==> config.mk <==
export PLATFORM = sky130hd
export DESIGN_NAME = lrc_reset_control
export DESIGN_NICKNAME = d
export VERILOG_FILES = /design/src/shared/lrc_pkg.sv /design/src/core/lrc_reset_control.sv
export SDC_FILE = /design/constraint.sdc
export NUM_CORES = 1
export LEC_CHECK = 0
export BUFFER_PORTS_ARGS = -buffer_cell sky130_fd_sc_hd__buf_2
export CAP_MARGIN = 5
export CORE_MARGIN = 1
export CORE_UTILIZATION = 25
export CTS_CLUSTER_DIAMETER = 60
export DETAILED_ROUTE_END_ITERATION = 6
export GPL_ROUTABILITY_DRIVEN = 1
export MAX_ROUTING_LAYER = met4
export PLACE_DENSITY_LB_ADDON = 0.2
export SYNTH_ARGS = -nofsm -noshare
export SYNTH_HDL_FRONTEND = slang
export SYNTH_SLANG_ARGS = --single-unit
==> constraint.sdc <==
create_clock -name MCLK -period 3.1 [get_ports MCLK]
set_input_delay 0.155 -clock MCLK [delete_from_list [all_inputs] [get_ports MCLK]]
set_output_delay 0.155 -clock MCLK [all_outputs]
set_load 0.05 [all_outputs]
==> src/shared/lrc_pkg.sv <==
// lrc_pkg: constants and types of the lan reset control
// assumes one 250 MHz device clock and a 32-bit AXI4-Lite bus
package lrc_pkg;
  localparam int LRC_NF = 2; // lan functions
  localparam int LRC_FSEL_LSB = 16; // function window
  localparam int LRC_FSEL_W = 1;
  // register offsets
  localparam logic [15:0] LRC_OFF_CTRL = 16'h0000;
  localparam logic [15:0] LRC_OFF_EXT = 16'h0018;
  localparam logic [15:0] LRC_OFF_STAT = 16'h0040;
  localparam logic [15:0] LRC_OFF_MCFG = 16'h0044;
  localparam logic [15:0] LRC_OFF_CFGST = 16'h1010;
  localparam logic [15:0] LRC_OFF_SEM = 16'h5b50;
  localparam logic [15:0] LRC_OFF_HOST_IF_CONTROL = 16'h8f00;
  typedef enum logic [2:0] {
    LRC_R_NONE, LRC_R_CTRL, LRC_R_EXT, LRC_R_STAT,
    LRC_R_MCFG, LRC_R_CFGST, LRC_R_SEM, LRC_R_HOST_IF_CONTROL
  } lrc_reg_t;
  // field positions
  localparam int LRC_CTRL_DEV_RST = 0;
  localparam int LRC_CTRL_LINK_RST = 1;
  localparam int LRC_CTRL_PHY_RST = 31;
  localparam int LRC_EXT_NVM_RELOAD = 0;
  localparam int LRC_CFG_FIELD_W = 16;
  localparam int LRC_CFG_BUSY = 16;
  localparam int LRC_CFG_DONE = 18;
  localparam int LRC_SEM_SW = 0;
  localparam int LRC_HOST_IF_CONTROL_FW = 0;
  localparam int LRC_STAT_HOST_IO = 0;
  localparam int LRC_STAT_DISABLE = 1;
  localparam int LRC_STAT_CHIP = 2;
  localparam int LRC_STAT_FUNC_LSB = 8;
  localparam int LRC_STAT_PEND_LSB = 16;
  localparam int LRC_STAT_AN_LSB = 24;
  localparam int LRC_MCFG_EN = 0;
  localparam int LRC_MCFG_ROF = 1;
  localparam int LRC_MCFG_PT = 2;
  localparam int LRC_MCFG_FEN_LSB = 8;
  localparam logic [15:0] LRC_NVM_DEFAULT = 16'h0000;
  localparam logic [1:0] LRC_RESP_OKAY = 2'h0;
  localparam logic [1:0] LRC_RESP_SLVERR = 2'h2;
  // timing
  localparam int LRC_CLK_NS = 4;
  localparam int LRC_RST_PULSE_NS = 64;
  localparam int LRC_RST_PULSE_CYC = (LRC_RST_PULSE_NS + LRC_CLK_NS - 1) / LRC_CLK_NS;
  localparam int LRC_NVM_LOAD_NS = 2000;
  localparam int LRC_NVM_LOAD_CYC = (LRC_NVM_LOAD_NS + LRC_CLK_NS - 1) / LRC_CLK_NS;
  localparam int LRC_CNT_W = 10;
  // link control towards the tbi logic
  typedef struct packed {
    logic [LRC_NF-1:0] link_rst;
    logic [LRC_NF-1:0] send_cfg;
    logic [LRC_NF-1:0] an_en;
    logic [LRC_NF-1:0] an_restart;
  } lrc_tbi_t;
  // whole state of the block
  typedef struct packed {
    logic awrdy;
    logic wrdy;
    logic arrdy;
    logic aw_got;
    logic w_got;
    logic bvalid;
    logic rvalid;
    logic [31:0] awaddr;
    logic [31:0] wdata;
    logic [3:0] wstrb;
    logic [1:0] bresp;
    logic [1:0] rresp;
    logic [31:0] rdata;
    logic hpw_prev;
    logic ldn_prev;
    logic chip_rst;
    logic [LRC_CNT_W-1:0] chip_cnt;
    logic host_io_rst;
    logic dev_dis;
    logic fw_rst;
    logic [LRC_CNT_W-1:0] fw_cnt;
    logic sem;
    logic mgmt_en;
    logic rof;
    logic pt;
    logic [LRC_NF-1:0] fen;
    logic [LRC_NF-1:0] func_rst;
    logic [LRC_NF-1:0][LRC_CNT_W-1:0] func_cnt;
    logic [LRC_NF-1:0] lrst;
    logic [LRC_NF-1:0] phy_rst;
    logic [LRC_NF-1:0] pend;
    logic [LRC_NF-1:0] nvm_busy;
    logic [LRC_NF-1:0] nvm_ok;
    logic [LRC_NF-1:0][LRC_CNT_W-1:0] nvm_cnt;
    logic [LRC_NF-1:0][15:0] nvm_field;
    lrc_tbi_t tbi;
  } lrc_state_t;
endpackage : lrc_pkg

==> src/core/lrc_reset_control.sv <==
// lrc_reset_control: reset sources, scoping and phy reset handshake
// assumes all inputs synchronous to MCLK, AXI4-Lite master outside
`timescale 1ns/1ns
`default_nettype none
module lrc_reset_control #(
  parameter bit MULTI_PORT = 1'b1, // forced reset per function
  parameter bit USE_PERST = 1'b0, // PERST_N replaces host power
  parameter int RST_PULSE_CYC = lrc_pkg::LRC_RST_PULSE_CYC,
  parameter int NVM_LOAD_CYC = lrc_pkg::LRC_NVM_LOAD_CYC
) (
  // clock and reset
  input wire logic MCLK,
  input wire logic SRST,
  // power and pcie reset sources
  input wire logic MAIN_POWER_OK,
  input wire logic HOST_POWER_OK,
  input wire logic PERST_N,
  input wire logic D3COLD_EXIT,
  input wire logic PCIE_RESET_MSG,
  input wire logic PCIE_LINK_DOWN,
  input wire logic [lrc_pkg::LRC_NF-1:0] D3HOT_TO_D0,
  input wire logic DEVICE_OFF_N,
  input wire logic SHUTDOWN,
  // management subsystem
  input wire logic MGMT_CMD_VALID,
  input wire logic [7:0] MGMT_CMD_DATA,
  input wire logic [lrc_pkg::LRC_FSEL_W-1:0] MGMT_TARGET,
  input wire logic ASF_WDOG_EXPIRE,
  input wire logic ASF_FORCE_REQ,
  input wire logic [lrc_pkg::LRC_NF-1:0] MGMT_PHY_CFG_ACK,
  // nvm image and link mode
  input wire logic [lrc_pkg::LRC_NF-1:0][15:0] NVM_WORD,
  input wire logic TBI_MODE,
  // reset outputs
  output logic CHIP_RST,
  output logic HOST_IO_RST,
  output logic [lrc_pkg::LRC_NF-1:0] FUNC_RST,
  output logic [lrc_pkg::LRC_NF-1:0] PHY_RST,
  output logic FW_RST,
  output logic DEVICE_DISABLE,
  output logic [lrc_pkg::LRC_NF-1:0] MGMT_PHY_RECONFIG_REQ,
  output lrc_pkg::lrc_tbi_t TBI_CTRL,
  // axi4-lite write
  input wire logic S_AXI_AWVALID,
  output logic S_AXI_AWREADY,
  input wire logic [31:0] S_AXI_AWADDR,
  input wire logic S_AXI_WVALID,
  output logic S_AXI_WREADY,
  input wire logic [31:0] S_AXI_WDATA,
  input wire logic [3:0] S_AXI_WSTRB,
  output logic S_AXI_BVALID,
  input wire logic S_AXI_BREADY,
  output logic [1:0] S_AXI_BRESP,
  // axi4-lite read
  input wire logic S_AXI_ARVALID,
  output logic S_AXI_ARREADY,
  input wire logic [31:0] S_AXI_ARADDR,
  output logic S_AXI_RVALID,
  input wire logic S_AXI_RREADY,
  output logic [31:0] S_AXI_RDATA,
  output logic [1:0] S_AXI_RRESP
);
  localparam int NF = lrc_pkg::LRC_NF;
  localparam int CW = lrc_pkg::LRC_CNT_W;
  localparam int FLSB = lrc_pkg::LRC_FSEL_LSB;
  localparam int HI = lrc_pkg::LRC_FSEL_LSB + lrc_pkg::LRC_FSEL_W;
  localparam logic [CW-1:0] PULSE_M1 = CW'(RST_PULSE_CYC - 1);
  localparam logic [CW-1:0] LOAD_M1 = CW'(NVM_LOAD_CYC - 1);

  lrc_pkg::lrc_state_t s_q; // registered state
  lrc_pkg::lrc_state_t s_d; // next state
  lrc_pkg::lrc_reg_t wr_id; // decoded write target
  lrc_pkg::lrc_reg_t rd_id; // decoded read target
  logic [lrc_pkg::LRC_FSEL_W-1:0] wr_f; // write function
  logic [lrc_pkg::LRC_FSEL_W-1:0] rd_f; // read function
  logic wr_fire; // both halves of a write held
  logic host_pwr; // selected host power level
  logic [31:0] rd_data; // read mux result

  // map an address onto a register; upper bits must be zero
  function automatic lrc_pkg::lrc_reg_t decode(input logic [31:0] a);
    decode = lrc_pkg::LRC_R_NONE;
    if (a[31:HI] == '0) begin
      case (a[15:0])
        lrc_pkg::LRC_OFF_CTRL: decode = lrc_pkg::LRC_R_CTRL;
        lrc_pkg::LRC_OFF_EXT: decode = lrc_pkg::LRC_R_EXT;
        lrc_pkg::LRC_OFF_STAT: decode = lrc_pkg::LRC_R_STAT;
        lrc_pkg::LRC_OFF_MCFG: decode = lrc_pkg::LRC_R_MCFG;
        lrc_pkg::LRC_OFF_CFGST: decode = lrc_pkg::LRC_R_CFGST;
        lrc_pkg::LRC_OFF_SEM: decode = lrc_pkg::LRC_R_SEM;
        lrc_pkg::LRC_OFF_HOST_IF_CONTROL: decode = lrc_pkg::LRC_R_HOST_IF_CONTROL;
        default: decode = lrc_pkg::LRC_R_NONE;
      endcase
    end
  endfunction : decode

  // one bit under its byte strobe; unstrobed keeps cur
  function automatic logic wbit(input logic cur, input logic [31:0] d,
                                input logic [3:0] st, input int p);
    wbit = st[p / 8] ? d[p] : cur;
  endfunction : wbit

  // decode and source selection
  assign wr_id = decode(s_q.awaddr);
  assign rd_id = decode(S_AXI_ARADDR);
  assign wr_f = s_q.awaddr[FLSB +: lrc_pkg::LRC_FSEL_W];
  assign rd_f = S_AXI_ARADDR[FLSB +: lrc_pkg::LRC_FSEL_W];
  assign wr_fire = s_q.aw_got & s_q.w_got & ~s_q.bvalid;
  // the PERST variant uses the pin in place of host power
  assign host_pwr = USE_PERST ? PERST_N : HOST_POWER_OK;

  // read mux; reserved bits read zero
  always_comb begin
    rd_data = '0;
    unique case (rd_id)
      lrc_pkg::LRC_R_CTRL: begin
        rd_data[lrc_pkg::LRC_CTRL_PHY_RST] = s_q.phy_rst[rd_f];
        rd_data[lrc_pkg::LRC_CTRL_LINK_RST] = s_q.lrst[rd_f];
        // device reset reads back as reset in progress
        rd_data[lrc_pkg::LRC_CTRL_DEV_RST] = s_q.func_rst[rd_f];
      end
      lrc_pkg::LRC_R_EXT: begin
        rd_data[lrc_pkg::LRC_EXT_NVM_RELOAD] = s_q.nvm_busy[rd_f];
      end
      lrc_pkg::LRC_R_CFGST: begin
        // done only once nvm is loaded and phy reconfigured
        rd_data[lrc_pkg::LRC_CFG_DONE] = s_q.nvm_ok[rd_f] & ~s_q.pend[rd_f];
        rd_data[lrc_pkg::LRC_CFG_BUSY] = s_q.nvm_busy[rd_f];
        rd_data[lrc_pkg::LRC_CFG_FIELD_W-1:0] = s_q.nvm_field[rd_f];
      end
      lrc_pkg::LRC_R_SEM: begin
        rd_data[lrc_pkg::LRC_SEM_SW] = s_q.sem;
      end
      lrc_pkg::LRC_R_HOST_IF_CONTROL: begin
        rd_data[lrc_pkg::LRC_HOST_IF_CONTROL_FW] = s_q.fw_rst;
      end
      lrc_pkg::LRC_R_STAT: begin
        rd_data[lrc_pkg::LRC_STAT_HOST_IO] = s_q.host_io_rst;
        rd_data[lrc_pkg::LRC_STAT_DISABLE] = s_q.dev_dis;
        rd_data[lrc_pkg::LRC_STAT_CHIP] = s_q.chip_rst;
        rd_data[lrc_pkg::LRC_STAT_FUNC_LSB +: NF] = s_q.func_rst;
        rd_data[lrc_pkg::LRC_STAT_PEND_LSB +: NF] = s_q.pend;
        rd_data[lrc_pkg::LRC_STAT_AN_LSB +: NF] = s_q.tbi.an_en;
      end
      lrc_pkg::LRC_R_MCFG: begin
        rd_data[lrc_pkg::LRC_MCFG_EN] = s_q.mgmt_en;
        rd_data[lrc_pkg::LRC_MCFG_ROF] = s_q.rof;
        rd_data[lrc_pkg::LRC_MCFG_PT] = s_q.pt;
        rd_data[lrc_pkg::LRC_MCFG_FEN_LSB +: NF] = s_q.fen;
      end
      lrc_pkg::LRC_R_NONE: begin
        rd_data = '0;
      end
    endcase
  end

  // next state
  always_comb begin
    logic chip_go; // chip-wide reset request
    logic fmr; // forced management reset request
    logic [NF-1:0] func_go; // per-function reset request
    logic [NF-1:0] nvm_go; // per-function reload request
    chip_go = 1'b0;
    fmr = 1'b0;
    func_go = '0;
    nvm_go = '0;
    s_d = s_q;

    // chip-wide causes merge into one pulse
    chip_go = (host_pwr & ~s_q.hpw_prev)
            | D3COLD_EXIT
            | PCIE_RESET_MSG
            | (PCIE_LINK_DOWN & ~s_q.ldn_prev);
    // forced reset only with mgmt on and the flag set
    if (s_q.mgmt_en & s_q.rof) begin
      if (s_q.pt) begin
        fmr = MGMT_CMD_VALID & MGMT_CMD_DATA[0];
      end else begin
        fmr = ASF_WDOG_EXPIRE | ASF_FORCE_REQ;
      end
    end
    // single port: forced reset is chip-wide
    if (!MULTI_PORT) begin
      chip_go = chip_go | fmr;
    end
    func_go = {NF{chip_go}} | D3HOT_TO_D0;
    // multi-port: only the targeted, enabled function
    for (int f = 0; f < NF; f++) begin
      if (MULTI_PORT && fmr && s_q.fen[f] && (int'(MGMT_TARGET) == f)) begin
        func_go[f] = 1'b1;
      end
    end

    // edge history and level-held resets
    s_d.hpw_prev = host_pwr;
    s_d.ldn_prev = PCIE_LINK_DOWN;
    s_d.host_io_rst = ~host_pwr;
    s_d.dev_dis = ~DEVICE_OFF_N & ~SHUTDOWN;

    // firmware reset pulse stretch
    if (s_q.fw_rst) begin
      if (s_q.fw_cnt == '0) begin
        s_d.fw_rst = 1'b0;
      end else begin
        s_d.fw_cnt = s_q.fw_cnt - 1'b1;
      end
    end

    // write address and data, taken in either order
    if (S_AXI_AWVALID & s_q.awrdy) begin
      s_d.aw_got = 1'b1;
      s_d.awaddr = S_AXI_AWADDR;
    end
    if (S_AXI_WVALID & s_q.wrdy) begin
      s_d.w_got = 1'b1;
      s_d.wdata = S_AXI_WDATA;
      s_d.wstrb = S_AXI_WSTRB;
    end
    if (s_q.bvalid & S_AXI_BREADY) begin
      s_d.bvalid = 1'b0;
    end

    // register write once both halves are held
    if (wr_fire) begin
      s_d.bvalid = 1'b1;
      s_d.aw_got = 1'b0;
      s_d.w_got = 1'b0;
      s_d.bresp = (wr_id == lrc_pkg::LRC_R_NONE) ? lrc_pkg::LRC_RESP_SLVERR : lrc_pkg::LRC_RESP_OKAY;
      unique case (wr_id)
        lrc_pkg::LRC_R_CTRL: begin
          s_d.phy_rst[wr_f] = wbit(s_q.phy_rst[wr_f], s_q.wdata, s_q.wstrb,
                                   lrc_pkg::LRC_CTRL_PHY_RST);
          s_d.lrst[wr_f] = wbit(s_q.lrst[wr_f], s_q.wdata, s_q.wstrb,
                                lrc_pkg::LRC_CTRL_LINK_RST);
          // device reset is a write-one strobe, addressed function only
          if (wbit(1'b0, s_q.wdata, s_q.wstrb, lrc_pkg::LRC_CTRL_DEV_RST)) begin
            func_go[wr_f] = 1'b1;
          end
        end
        lrc_pkg::LRC_R_EXT: begin
          nvm_go[wr_f] = wbit(1'b0, s_q.wdata, s_q.wstrb,
                              lrc_pkg::LRC_EXT_NVM_RELOAD);
        end
        lrc_pkg::LRC_R_SEM: begin
          s_d.sem = wbit(s_q.sem, s_q.wdata, s_q.wstrb, lrc_pkg::LRC_SEM_SW);
        end
        lrc_pkg::LRC_R_HOST_IF_CONTROL: begin
          if (wbit(1'b0, s_q.wdata, s_q.wstrb, lrc_pkg::LRC_HOST_IF_CONTROL_FW)) begin
            s_d.fw_rst = 1'b1;
            s_d.fw_cnt = PULSE_M1;
          end
        end
        lrc_pkg::LRC_R_MCFG: begin
          s_d.mgmt_en = wbit(s_q.mgmt_en, s_q.wdata, s_q.wstrb, lrc_pkg::LRC_MCFG_EN);
          s_d.rof = wbit(s_q.rof, s_q.wdata, s_q.wstrb, lrc_pkg::LRC_MCFG_ROF);
          s_d.pt = wbit(s_q.pt, s_q.wdata, s_q.wstrb, lrc_pkg::LRC_MCFG_PT);
          for (int f = 0; f < NF; f++) begin
            s_d.fen[f] = wbit(s_q.fen[f], s_q.wdata, s_q.wstrb,
                              lrc_pkg::LRC_MCFG_FEN_LSB + f);
          end
        end
        lrc_pkg::LRC_R_CFGST, lrc_pkg::LRC_R_STAT, lrc_pkg::LRC_R_NONE: begin
          // read-only or unmapped: nothing stored
          s_d.bvalid = 1'b1;
        end
      endcase
    end

    // read: data captured at the address handshake
    if (s_q.rvalid & S_AXI_RREADY) begin
      s_d.rvalid = 1'b0;
    end
    if (S_AXI_ARVALID & s_q.arrdy) begin
      s_d.rvalid = 1'b1;
      s_d.rdata = rd_data;
      s_d.rresp = (rd_id == lrc_pkg::LRC_R_NONE) ? lrc_pkg::LRC_RESP_SLVERR : lrc_pkg::LRC_RESP_OKAY;
    end

    // chip reset stretch; a new cause restarts it
    if (s_q.chip_rst) begin
      if (s_q.chip_cnt == '0) begin
        s_d.chip_rst = 1'b0;
      end else begin
        s_d.chip_cnt = s_q.chip_cnt - 1'b1;
      end
    end
    if (chip_go) begin
      s_d.chip_rst = 1'b1;
      s_d.chip_cnt = PULSE_M1;
      s_d.sem = 1'b0;
    end

    // per-function reset, nvm load, phy and link
    for (int f = 0; f < NF; f++) begin
      // reset pulse, then the nvm load follows it
      if (s_q.func_rst[f]) begin
        if (s_q.func_cnt[f] == '0) begin
          s_d.func_rst[f] = 1'b0;
          s_d.nvm_busy[f] = 1'b1;
          s_d.nvm_cnt[f] = LOAD_M1;
        end else begin
          s_d.func_cnt[f] = s_q.func_cnt[f] - 1'b1;
        end
      end else if (s_q.nvm_busy[f]) begin
        if (s_q.nvm_cnt[f] == '0) begin
          s_d.nvm_busy[f] = 1'b0;
          s_d.nvm_ok[f] = 1'b1;
          s_d.nvm_field[f] = NVM_WORD[f];
        end else begin
          s_d.nvm_cnt[f] = s_q.nvm_cnt[f] - 1'b1;
        end
      end
      // reload alone keeps the function running
      if (nvm_go[f] & ~s_q.func_rst[f]) begin
        s_d.nvm_busy[f] = 1'b1;
        s_d.nvm_cnt[f] = LOAD_M1;
        s_d.nvm_ok[f] = 1'b0;
      end
      // function reset: own fields only; bus decode, mgmt
      // setup and semaphore are left alone
      if (func_go[f]) begin
        s_d.func_rst[f] = 1'b1;
        s_d.func_cnt[f] = PULSE_M1;
        s_d.lrst[f] = 1'b0;
        s_d.phy_rst[f] = 1'b0;
        s_d.nvm_busy[f] = 1'b0;
        s_d.nvm_ok[f] = 1'b0;
        s_d.nvm_field[f] = lrc_pkg::LRC_NVM_DEFAULT;
      end
      // reconfig pending from phy reset until acked;
      // assertion wins over an ack in the same cycle
      s_d.pend[f] = s_q.phy_rst[f] | (s_q.pend[f] & ~MGMT_PHY_CFG_ACK[f]);
      // link reset acts in tbi mode only
      s_d.tbi.link_rst[f] = TBI_MODE & s_d.lrst[f];
      s_d.tbi.send_cfg[f] = TBI_MODE & s_d.lrst[f];
      s_d.tbi.an_en[f] = TBI_MODE & ~s_d.lrst[f];
      s_d.tbi.an_restart[f] = TBI_MODE & s_q.lrst[f] & ~s_d.lrst[f];
    end

    // readies reopen once the slot is free
    s_d.awrdy = ~s_d.aw_got & ~s_d.bvalid;
    s_d.wrdy = ~s_d.w_got & ~s_d.bvalid;
    s_d.arrdy = ~s_d.rvalid;
  end

  // state register; low main power acts like reset
  always_ff @(posedge MCLK) begin
    if (SRST | ~MAIN_POWER_OK) begin
      s_q <= '0;
      // resets stretch past release, then nvm loads
      s_q.chip_rst <= 1'b1;
      s_q.chip_cnt <= PULSE_M1;
      s_q.func_rst <= '1;
      s_q.func_cnt <= {NF{PULSE_M1}};
      s_q.host_io_rst <= 1'b1;
    end else begin
      s_q <= s_d;
    end
  end

  // outputs straight from state
  assign CHIP_RST = s_q.chip_rst;
  assign HOST_IO_RST = s_q.host_io_rst;
  assign FUNC_RST = s_q.func_rst;
  assign PHY_RST = s_q.phy_rst;
  assign FW_RST = s_q.fw_rst;
  assign DEVICE_DISABLE = s_q.dev_dis;
  assign MGMT_PHY_RECONFIG_REQ = s_q.pend;
  assign TBI_CTRL = s_q.tbi;
  assign S_AXI_AWREADY = s_q.awrdy;
  assign S_AXI_WREADY = s_q.wrdy;
  assign S_AXI_BVALID = s_q.bvalid;
  assign S_AXI_BRESP = s_q.bresp;
  assign S_AXI_ARREADY = s_q.arrdy;
  assign S_AXI_RVALID = s_q.rvalid;
  assign S_AXI_RDATA = s_q.rdata;
  assign S_AXI_RRESP = s_q.rresp;
endmodule : lrc_reset_control
`default_nettype wire

Word-level counts from Yosys, hierarchy flattened
Index checks and enable logic that the tools add are counted.
- bits in latches: 0
- RAM bits: 0
- output and inout bits: 59
- logic and storage cells: 290
- memories kept: 0
- input port bits: 164
- flip-flop bits (word level): 223
- ROM bits: 0
- bitwise gates (word level): 59
- shifts and indexed selects: 0
- equality and inequality tests: 32
- div/mod/pow operators: 0
- $add $sub $neg: 6
- reductions and logical operators: 41
- magnitude comparators: 3
- muxes and demuxes: 102
- multiply operators: 0
- operator list (kind ; number):
    $mux W10 ; 10
    $eq A16 B7 Y1 const B ; 4
    $logic_not A10 Y1 ; 6
    $sub A10 B1 Y10 const B ; 6
    $mux W1 ; 57
    $mux W11 ; 4
    $pmux W3 S7 ; 2
    $eq A16 B13 Y1 const B ; 2
    $eq A16 B15 Y1 const B ; 2
    $eq A16 B16 Y1 const B ; 2
    $eq A16 B5 Y1 const B ; 2
    $logic_not A16 Y1 ; 2
    $mux W16 ; 2
    $logic_not A15 Y1 ; 2
    $and A1 B1 Y1 ; 27
    $reduce_and A3 Y1 ; 9
    $not A1 Y1 ; 22
    $eq A3 B3 Y1 const B ; 7
    $mux W9 ; 2
    $mux W17 ; 1
    $mux W2 ; 8
    $mux W5 ; 2
    $reduce_or A2 Y1 ; 5
    $eq A3 B2 Y1 const B ; 3
    other kinds (26) ; 54

Depth between registers and ports, before layout
Gate-level depths: netlist of the first run.
- depth after elaboration: 14
- mapped depth: 9
- mapped depth without buffers: 9

Worst setup path after synthesis of the first run
No wires, ideal clock.
- path kind: register to register
- start point: reg s_q[221] (netlist bit)
- end point: reg s_q[48] (netlist bit)
- library setup time: 0.058 ns
- slack: 0.479 ns
- buffers on the path: 0
- data arrival time: 2.563 ns
- period minus slack after synthesis: 2.621 ns
- required time: 3.042 ns
- cell stages (with the launch flop): 8
- cell sequence: dfxtp_1 or4_1 or3_1 or2_4 or4b_4 o31a_1 a21oi_1 o221a_2
- word-level cells in the longest chain between the ends: 8
- elaborated cells between the ends (all ways): 11
- classes of those cells: 3 x eq/ne; 4 x mux; 1 x bitwise; 3 x reduce/logical
- ends and longest elaborated chain (element ; RTL line ; source):
    start: declaration ; lrc_reset_control.sv:70 ; lrc_pkg::lrc_state_t s_q;
    $logic_not A15 Y1 (*) ; lrc_reset_control.sv:83 ; if (a[31:HI] == '0) begin
    $mux W3 (*) ; lrc_reset_control.sv:83 ;
    $eq A3 B2 Y1 (*) ; lrc_reset_control.sv:229 ; unique case (wr_id)
    $mux W2 (*) ; lrc_reset_control.sv:229 ;
    $mux W2 (*) ; lrc_reset_control.sv:224 ; if (wr_fire) begin
    $and A1 B1 Y1 (*) ; lrc_reset_control.sv:314 ; if (nvm_go[f] & ~s_q.func_rst[f]) begin
    $ne A3 B2 Y1 (no source line), or another cell as far along ; -- ;
    $reduce_and A3 Y1 (no source line) ; -- ;
Mark *: on every way between the ends. The rest lies on a longest branch, timed or not.
A chain may end at the register's enable or synchronous reset.

Final worst setup path of the first run
- start point: reg s_q[221] (netlist bit)
- end point: reg s_q[57] (netlist bit)
The elaborated chain is that of the path after synthesis.

==> impl_metrics.json, run 1 <==
{
  "multi_input_area_sq_um": 4508,
  "clock.fmax_mhz": 349.5,
  "synth_top_area_share_pct": 42.91,
  "synthDistinctLibCells": 72,
  "yosysMostFrequentCell": "nand2_1",
  "cts_root_buffer": "clkbuf_16",
  "worst_slack_ns": 0.2388,
  "start_util_pct": 25.45,
  "drt_iter0_markers": 324,
  "syn_inst": 1113,
  "drc": 0,
  "rsz0062_at_grt": "false",
  "status": "finished clean",
  "vias_per_cell": 4.550,
  "relSlewSlack_pct": 29.58,
  "area_growth_pct": 27.40,
  "postRouteAntennaNets": 0,
  "cts_buffers": 17,
  "cts_tree": "built",
  "track_usage_pct": 15.04,
  "setup_viol": 0,
  "end_kind": "flip-flop",
  "place.gp.congestion": 0.8272,
  "clock-sinks": 194,
  "maxCapViolCount": 0,
  "synthFlopType": "dfxtp_1",
  "antenna_found_initial": 2,
  "peakVddDrop_uv": 401.6,
  "first_pass_iters": 5,
  "htree_levels": 4,
  "powerDensity_nw_per_um2": 448.6,
  "io_pins": 223,
  "netlist_area_sq_um": 9051,
  "synth.area.top_cells": "dfxtp_1, nand2_1, a21oi_1, buf_4, nor2_1",
  "power_leakage_nw": 4.338,
  "slew_violations": 0,
  "critPathMaxStageDelay_ns": 0.58,
  "clk_pin_slew_ns": 0.07,
  "synthTopCellsByCount": "nand2_1, dfxtp_1, a21oi_1, nor2_1, buf_4",
  "fp.dieH_um": 192.3,
  "io_buffers": 175,
  "finalWirelength_um": 26870,
  "core_area_sq_um": 35570,
  "clk_path_buf_depth": 2,
  "whs_ns": 0.04338,
  "seqCellArea_sq_um": 3884,
  "setup_tns_ns": 0,
  "fin_worst_skew_ns": 0.01513,
  "wl_per_cell_um": 14.94,
  "die_area_sq_um": 36970,
  "clkLatencyLatePin_ns": 0.45,
  "ys_async_sr_fraction_pct": 0,
  "synth_area_per_cell_sq_um": 8.132,
  "path_class": "flip-flop to flip-flop",
  "grt_pass1_vias": 7875,
  "synth-seq-cells": 194,
  "yosysWarningCount": 0,
  "synth_largest_area_cell": "dfxtp_1",
  "synth_edf_count": 0,
  "dp_hpwl_um": 19620,
  "cp-start-kind": "flip-flop",
  "cts_setup_buffers": 0,
  "hold_path.class": "primary input to flip-flop",
  "dr_total_vias": 8185,
  "final-hold-violation-count": 0,
  "pre_cts_ws_ns": 0.2070,
  "drive_above_1_share_pct": 19.75,
  "grt_start_max_net_pins": 76,
  "rows": 69,
  "die_w_um": 192.3,
  "n_fill_cell": 3803,
  "post-route-min-period_ns": 2.861,
  "worstPathMaxFanout": 6,
  "cp_data_arrival_time_ns": 3.20,
  "grt_pass1_wl_um": 41720,
  "fin_nets": 1498,
  "critPathRequiredTime_ns": 3.43,
  "path_cells": "or4_1 > or3_1 > or2_4 > or4b_4 > nor3_4 > nor3_1 > a311oi_1",
  "gr-total-overflow": 0,
  "fin_crit_sh_pct": 92.30,
  "worst_pin_slew_ns": 1.054,
  "worst_path_max_delay_cell": "or4b_4",
  "totalPowerFinal_mw": 5.173,
  "seq_area_frac_synth_pct": 42.91
}
cell families after synthesis:
logic type,after synthesis,synth area share [%]
xor+xnor,38,3.677
compound gates,199,13.13
simple gates,514,27.43
flops,194,42.91
mux,30,3.539
other cells,1,0.04143
buf+inv,127,7.893
fa+ha+maj,10,1.382
layout make-up:
cell class                      instances  area share (%)
Inverter                               30          0.9766
Tap cell                              461           5.002
Clock buffer                           20           3.787
Timing Repair Buffer                  278           16.06
Antenna cell                            1         0.02170
Multi-Input combinational cell        803           39.09
Clock inverter                         12           1.378
Sequential cell                       194           33.68
metal layers:
| layer | vias to the layer above | GRT usage, % | wire length [um] |
|---|---|---|---|
| met5 | - | - | 0 |
| met4 | 0 | 4.573 | 427 |
| met3 | 16 | 3.273 | 1061 |
| met2 | 182 | 22.83 | 12250 |
| met1 | 3759 | 19.84 | 13130 |
| li1 | 4228 | - | - |
path summary, 6_finish.rpt:
path | end | from | cells after the start | slack [ns]
hold reg to reg | s_q[38]$_SDFFE_PP0P_ | s_q[38]$_SDFFE_PP0P_ | 2 | 0.45
setup / recovery | s_q[57]$_SDFFE_PP0P_ | s_q[221]$_SDFFE_PP0P_ | 7 | 0.24
setup reg to reg | s_q[57]$_SDFFE_PP0P_ | s_q[221]$_SDFFE_PP0P_ | 7 | 0.24
hold / removal | S_AXI_BVALID$_SDFF_PP0_ | S_AXI_BREADY | 3 | 0.04
through the flow:
step                      cells  area (sq um)  utilization (%)
after floorplan            1124          9092                -
after global placement     1685         10120            28.44
after detailed placement   1685         10120            28.44
after CTS                  1798         11520            32.39
after global routing       1799         11530            32.42
final                      1799         11530            32.42
cell usage in the layout, fill, tap and decap left out, types with 4 or more instances in the layout:
cell,n
clkinv_4,4
a31oi_1,6
nand4_1,16
xor2_1,9
nor2b_1,11
o21a_1,4
and2_1,9
buf_2,175
nand2_1,215
conb_1,12
mux2i_1,14
and4_1,5
nor4_1,22
o221ai_1,4
nand3_1,34
or4_1,7
a21oi_1,120
o21ai_0,21
or3_1,13
or2_2,5
nor3_1,39
and3_1,9
nor2_1,86
dfxtp_1,194
mux2_2,16
nand3b_1,5
xnor2_1,29
buf_4,22
inv_1,30
dlygate4sd3_1,81
nor4b_1,4
ha_1,10
a311oi_1,6
nand2b_1,9
nor3b_1,4
clkbuf_16,17
a211oi_1,4
critical path: cells and delay by family, from the launching register on:
| kind | cells | cell delay (ns) |
|---|---|---|
| flip-flops | 1 | 0.32 |
| AO/OA/AOI/OAI | 1 | 0.24 |
| AND/OR/NAND/NOR | 6 | 2.20 |
power breakdown:
group / switching (mW) / total (mW) / internal [mW]
Combinational: 0.199 / 0.367 / 0.168
Sequential: 0.0112 / 2.52 / 2.50
Clock: 1.01 / 2.29 / 1.28
what timing repair did:
action | in CTS | in global routing
hold buffers | 81 | 0
setup endpoints to repair | 0 | 1
gates resized for setup | 0 | 1
endpoints found under the hold margin | 82 | 0
state kept, by name, summed over array words and instances, names as in the netlist, named ones only:
register / cells
HOST_IO_RST: 1
s_q: 149
CHIP_RST: 1
S_AXI_ARREADY: 1
S_AXI_BVALID: 1
S_AXI_BRESP: 1
FW_RST: 1
S_AXI_AWREADY: 1
FUNC_RST: 2
S_AXI_RRESP: 1
TBI_CTRL: 6
MGMT_PHY_RECONFIG_REQ: 2
S_AXI_RDATA: 22
S_AXI_WREADY: 1
S_AXI_RVALID: 1
DEVICE_DISABLE: 1
(Power assumes the default switching activity.)
==> run 2: changes to the inputs <==
--- a/config.mk
+++ b/config.mk
@@ -10,4 +10,5 @@
 export CORE_MARGIN = 1
 export CORE_UTILIZATION = 25
+export CTS_BUF_LIST = sky130_fd_sc_hd__clkbuf_16
 export CTS_CLUSTER_DIAMETER = 60
 export DETAILED_ROUTE_END_ITERATION = 6
==> constraint.sdc (replaced) <==
create_clock -name MCLK -period 3.1 [get_ports MCLK]
set_input_delay 0.155 -clock MCLK [delete_from_list [all_inputs] [get_ports MCLK]]
set_output_delay 0.155 -clock MCLK [all_outputs]
set_load 0.1 [all_outputs]
==> run 2 against run 1 <==
  * Non-clock buffer count unchanged
  * Global-route usage is the same
  * Critical path type unchanged
  * Sequential cell count did not move
  * Maximum frequency hardly changed
  * Critical path depth unchanged
  * Sequential share of layout area is the same
  * Largest power group unchanged
  * Largest cell class unchanged
  * Via count is essentially flat
  * Combinational power increased by 14%
==> impl_metrics.json, run 2 (same netlist as run 1, synthesis figures left out) <==
{
  "powerDensity_nw_per_um2": 452.3,
  "track_usage_pct": 15.04,
  "r2r-end": "s_q[57]$_SDFFE_PP0P_",
  "final_common_cell": "nand2_1",
  "clock-sinks": 194,
  "area_growth_pct": 27.40,
  "crit_cells": 7,
  "critPathRequiredTime_ns": 3.43,
  "relSlewSlack_pct": 29.58,
  "drt_iter0_markers": 324,
  "gr-total-overflow": 0,
  "clk_path_buf_depth": 2,
  "grt_pass1_vias": 7875,
  "hp-start": "S_AXI_BREADY",
  "cts_tree": "built",
  "grt_start_max_net_pins": 76,
  "clkLatencyLatePin_ns": 0.45,
  "slew_violations": 0,
  "worstRegToRegCells": 7,
  "drive_above_1_share_pct": 19.75,
  "worst_pin_slew_ns": 1.054,
  "antenna_found_initial": 2,
  "crit_buf_inv": 0,
  "peakVddDrop_uv": 401.6,
  "grt_pass1_wl_um": 41720,
  "io_pins": 223,
  "worst_path_max_delay_cell": "or4b_4",
  "core_area_sq_um": 35570,
  "start_util_pct": 25.45,
  "placed_cells": 1685,
  "rows": 69,
  "final-hold-violation-count": 0,
  "setup_viol": 0,
  "top_layer": "met4",
  "final_cell_count_no_fill": 1799,
  "cp-start-kind": "flip-flop",
  "place.gp.congestion": 0.8272,
  "m1WireLength_um": 13130,
  "postRouteAntennaNets": 0,
  "path_delay_family": "simple AND/OR/NAND/NOR gates",
  "setup_tns_ns": 0,
  "cp_data_arrival_time_ns": 3.20,
  "die_area_sq_um": 36970,
  "path_class": "flip-flop to flip-flop",
  "largest_reg_flops": 149,
  "die_w_um": 192.3,
  "dp_hpwl_um": 19620,
  "path_cells": "or4_1 > or3_1 > or2_4 > or4b_4 > nor3_4 > nor3_1 > a311oi_1",
  "clk_pin_slew_ns": 0.07,
  "largest-register": "s_q",
  "cts_setup_buffers": 0,
  "whs_path_depth": 3,
  "fin_crit_sh_pct": 92.30,
  "wl_met3_um": 1059,
  "end_kind": "flip-flop",
  "dr_wl_met2_um": 12260,
  "pre_cts_ws_ns": 0.2070,
  "hold_end": "S_AXI_BVALID$_SDFF_PP0_",
  "power_leakage_nw": 4.350,
  "drc": 0,
  "worst_slack_ns": 0.2387,
  "n_fill_cell": 3803,
  "hold_path.class": "primary input to flip-flop",
  "worstPathMaxFanout": 6,
  "io_buffers": 175,
  "maxCapViolCount": 0,
  "first_pass_iters": 5,
  "dr_total_vias": 8184,
  "vias_per_cell": 4.549,
  "whs_ns": 0.04336,
  "htree_levels": 4,
  "finalWirelength_um": 26870,
  "ff2ff_setup_slack_ns": 0.24,
  "cts_root_buffer": "clkbuf_16",
  "clock.fmax_mhz": 349.5,
  "rsz0062_at_grt": "false",
  "fp.dieH_um": 192.3,
  "fin_worst_skew_ns": 0.01519,
  "r2r-start": "s_q[221]$_SDFFE_PP0P_",
  "post-route-min-period_ns": 2.861,
  "cts_buffers": 17,
  "layout_common_cells": "nand2_1, dfxtp_1, buf_2",
  "fin_nets": 1498,
  "status": "finished clean",
  "wl_per_cell_um": 14.94,
  "critPathMaxStageDelay_ns": 0.58
}
run 2: cell types whose count changed in the layout (fill, tap and decap cells not counted):
cell,previous run,this run
clkbuf_1,3,0
inv_1,30,33
run 2: area by class of cell:
type | count | area, sq um | share of cell area (%)
diodes | 1 | 2.502 | 0.02170
clock buffers | 17 | 425.4 | 3.689
clock inverters | 15 | 170.2 | 1.476
inverters | 30 | 112.6 | 0.9766
multi-input cells | 803 | 4508 | 39.09
flip-flops and latches | 194 | 3884 | 33.68
well taps | 461 | 576.8 | 5.002
repair buffers | 278 | 1852 | 16.06
run 2: worst reg2reg max path: cells and delay by family (launching register included):
kind / cells / cell delay [ns]
flops: 1 / 0.32
simple gates: 6 / 2.20
compound gates: 1 / 0.24
run 2: worst max-delay path by stage:
stage / start / end / slack, ns
after floorplan: S_AXI_BVALID$_SDFF_PP0_ / s_q[48]$_SDFFE_PP0P_ / 0.26
after global placement: s_q[201]$_SDFFE_PP0P_ / s_q[57]$_SDFFE_PP0P_ / 0.29
after detailed placement: s_q[201]$_SDFFE_PP0P_ / s_q[57]$_SDFFE_PP0P_ / 0.21
after CTS: s_q[201]$_SDFFE_PP0P_ / s_q[48]$_SDFFE_PP0P_ / 0.21
after global routing: s_q[221]$_SDFFE_PP0P_ / s_q[57]$_SDFFE_PP0P_ / 0.12
final: s_q[221]$_SDFFE_PP0P_ / s_q[57]$_SDFFE_PP0P_ / 0.24
run 2: report_power, final:
part	switching [mW]	internal [mW]	total, mW
combinational	0.251	0.167	0.418
sequential	0.0112	2.50	2.52
clock	1.01	1.27	2.28
run 2: layer usage:
layer,up-vias,track usage [%]
met1,3760,19.84
li1,4228,-
met2,180,22.83
met3,16,3.273
met5,-,-
met4,0,4.573
run 2: per-stage QoR:
step	area, sq um	util, %	total power, mW
5_1_grt	11530	32.42	5.438
4_1_cts	11520	32.39	5.289
3_5_place_dp	10120	28.44	2.915
2_1_floorplan	9092	-	2.794
6_report	11530	32.42	5.216
3_3_place_gp	10120	28.44	2.915
run 2: timing repair:
| item | in CTS | in global routing |
|---|---|---|
| gates resized for setup | 0 | 1 |
| setup endpoints to repair | 0 | 1 |
| hold buffers | 81 | 0 |
| endpoints found under the hold margin | 82 | 0 |
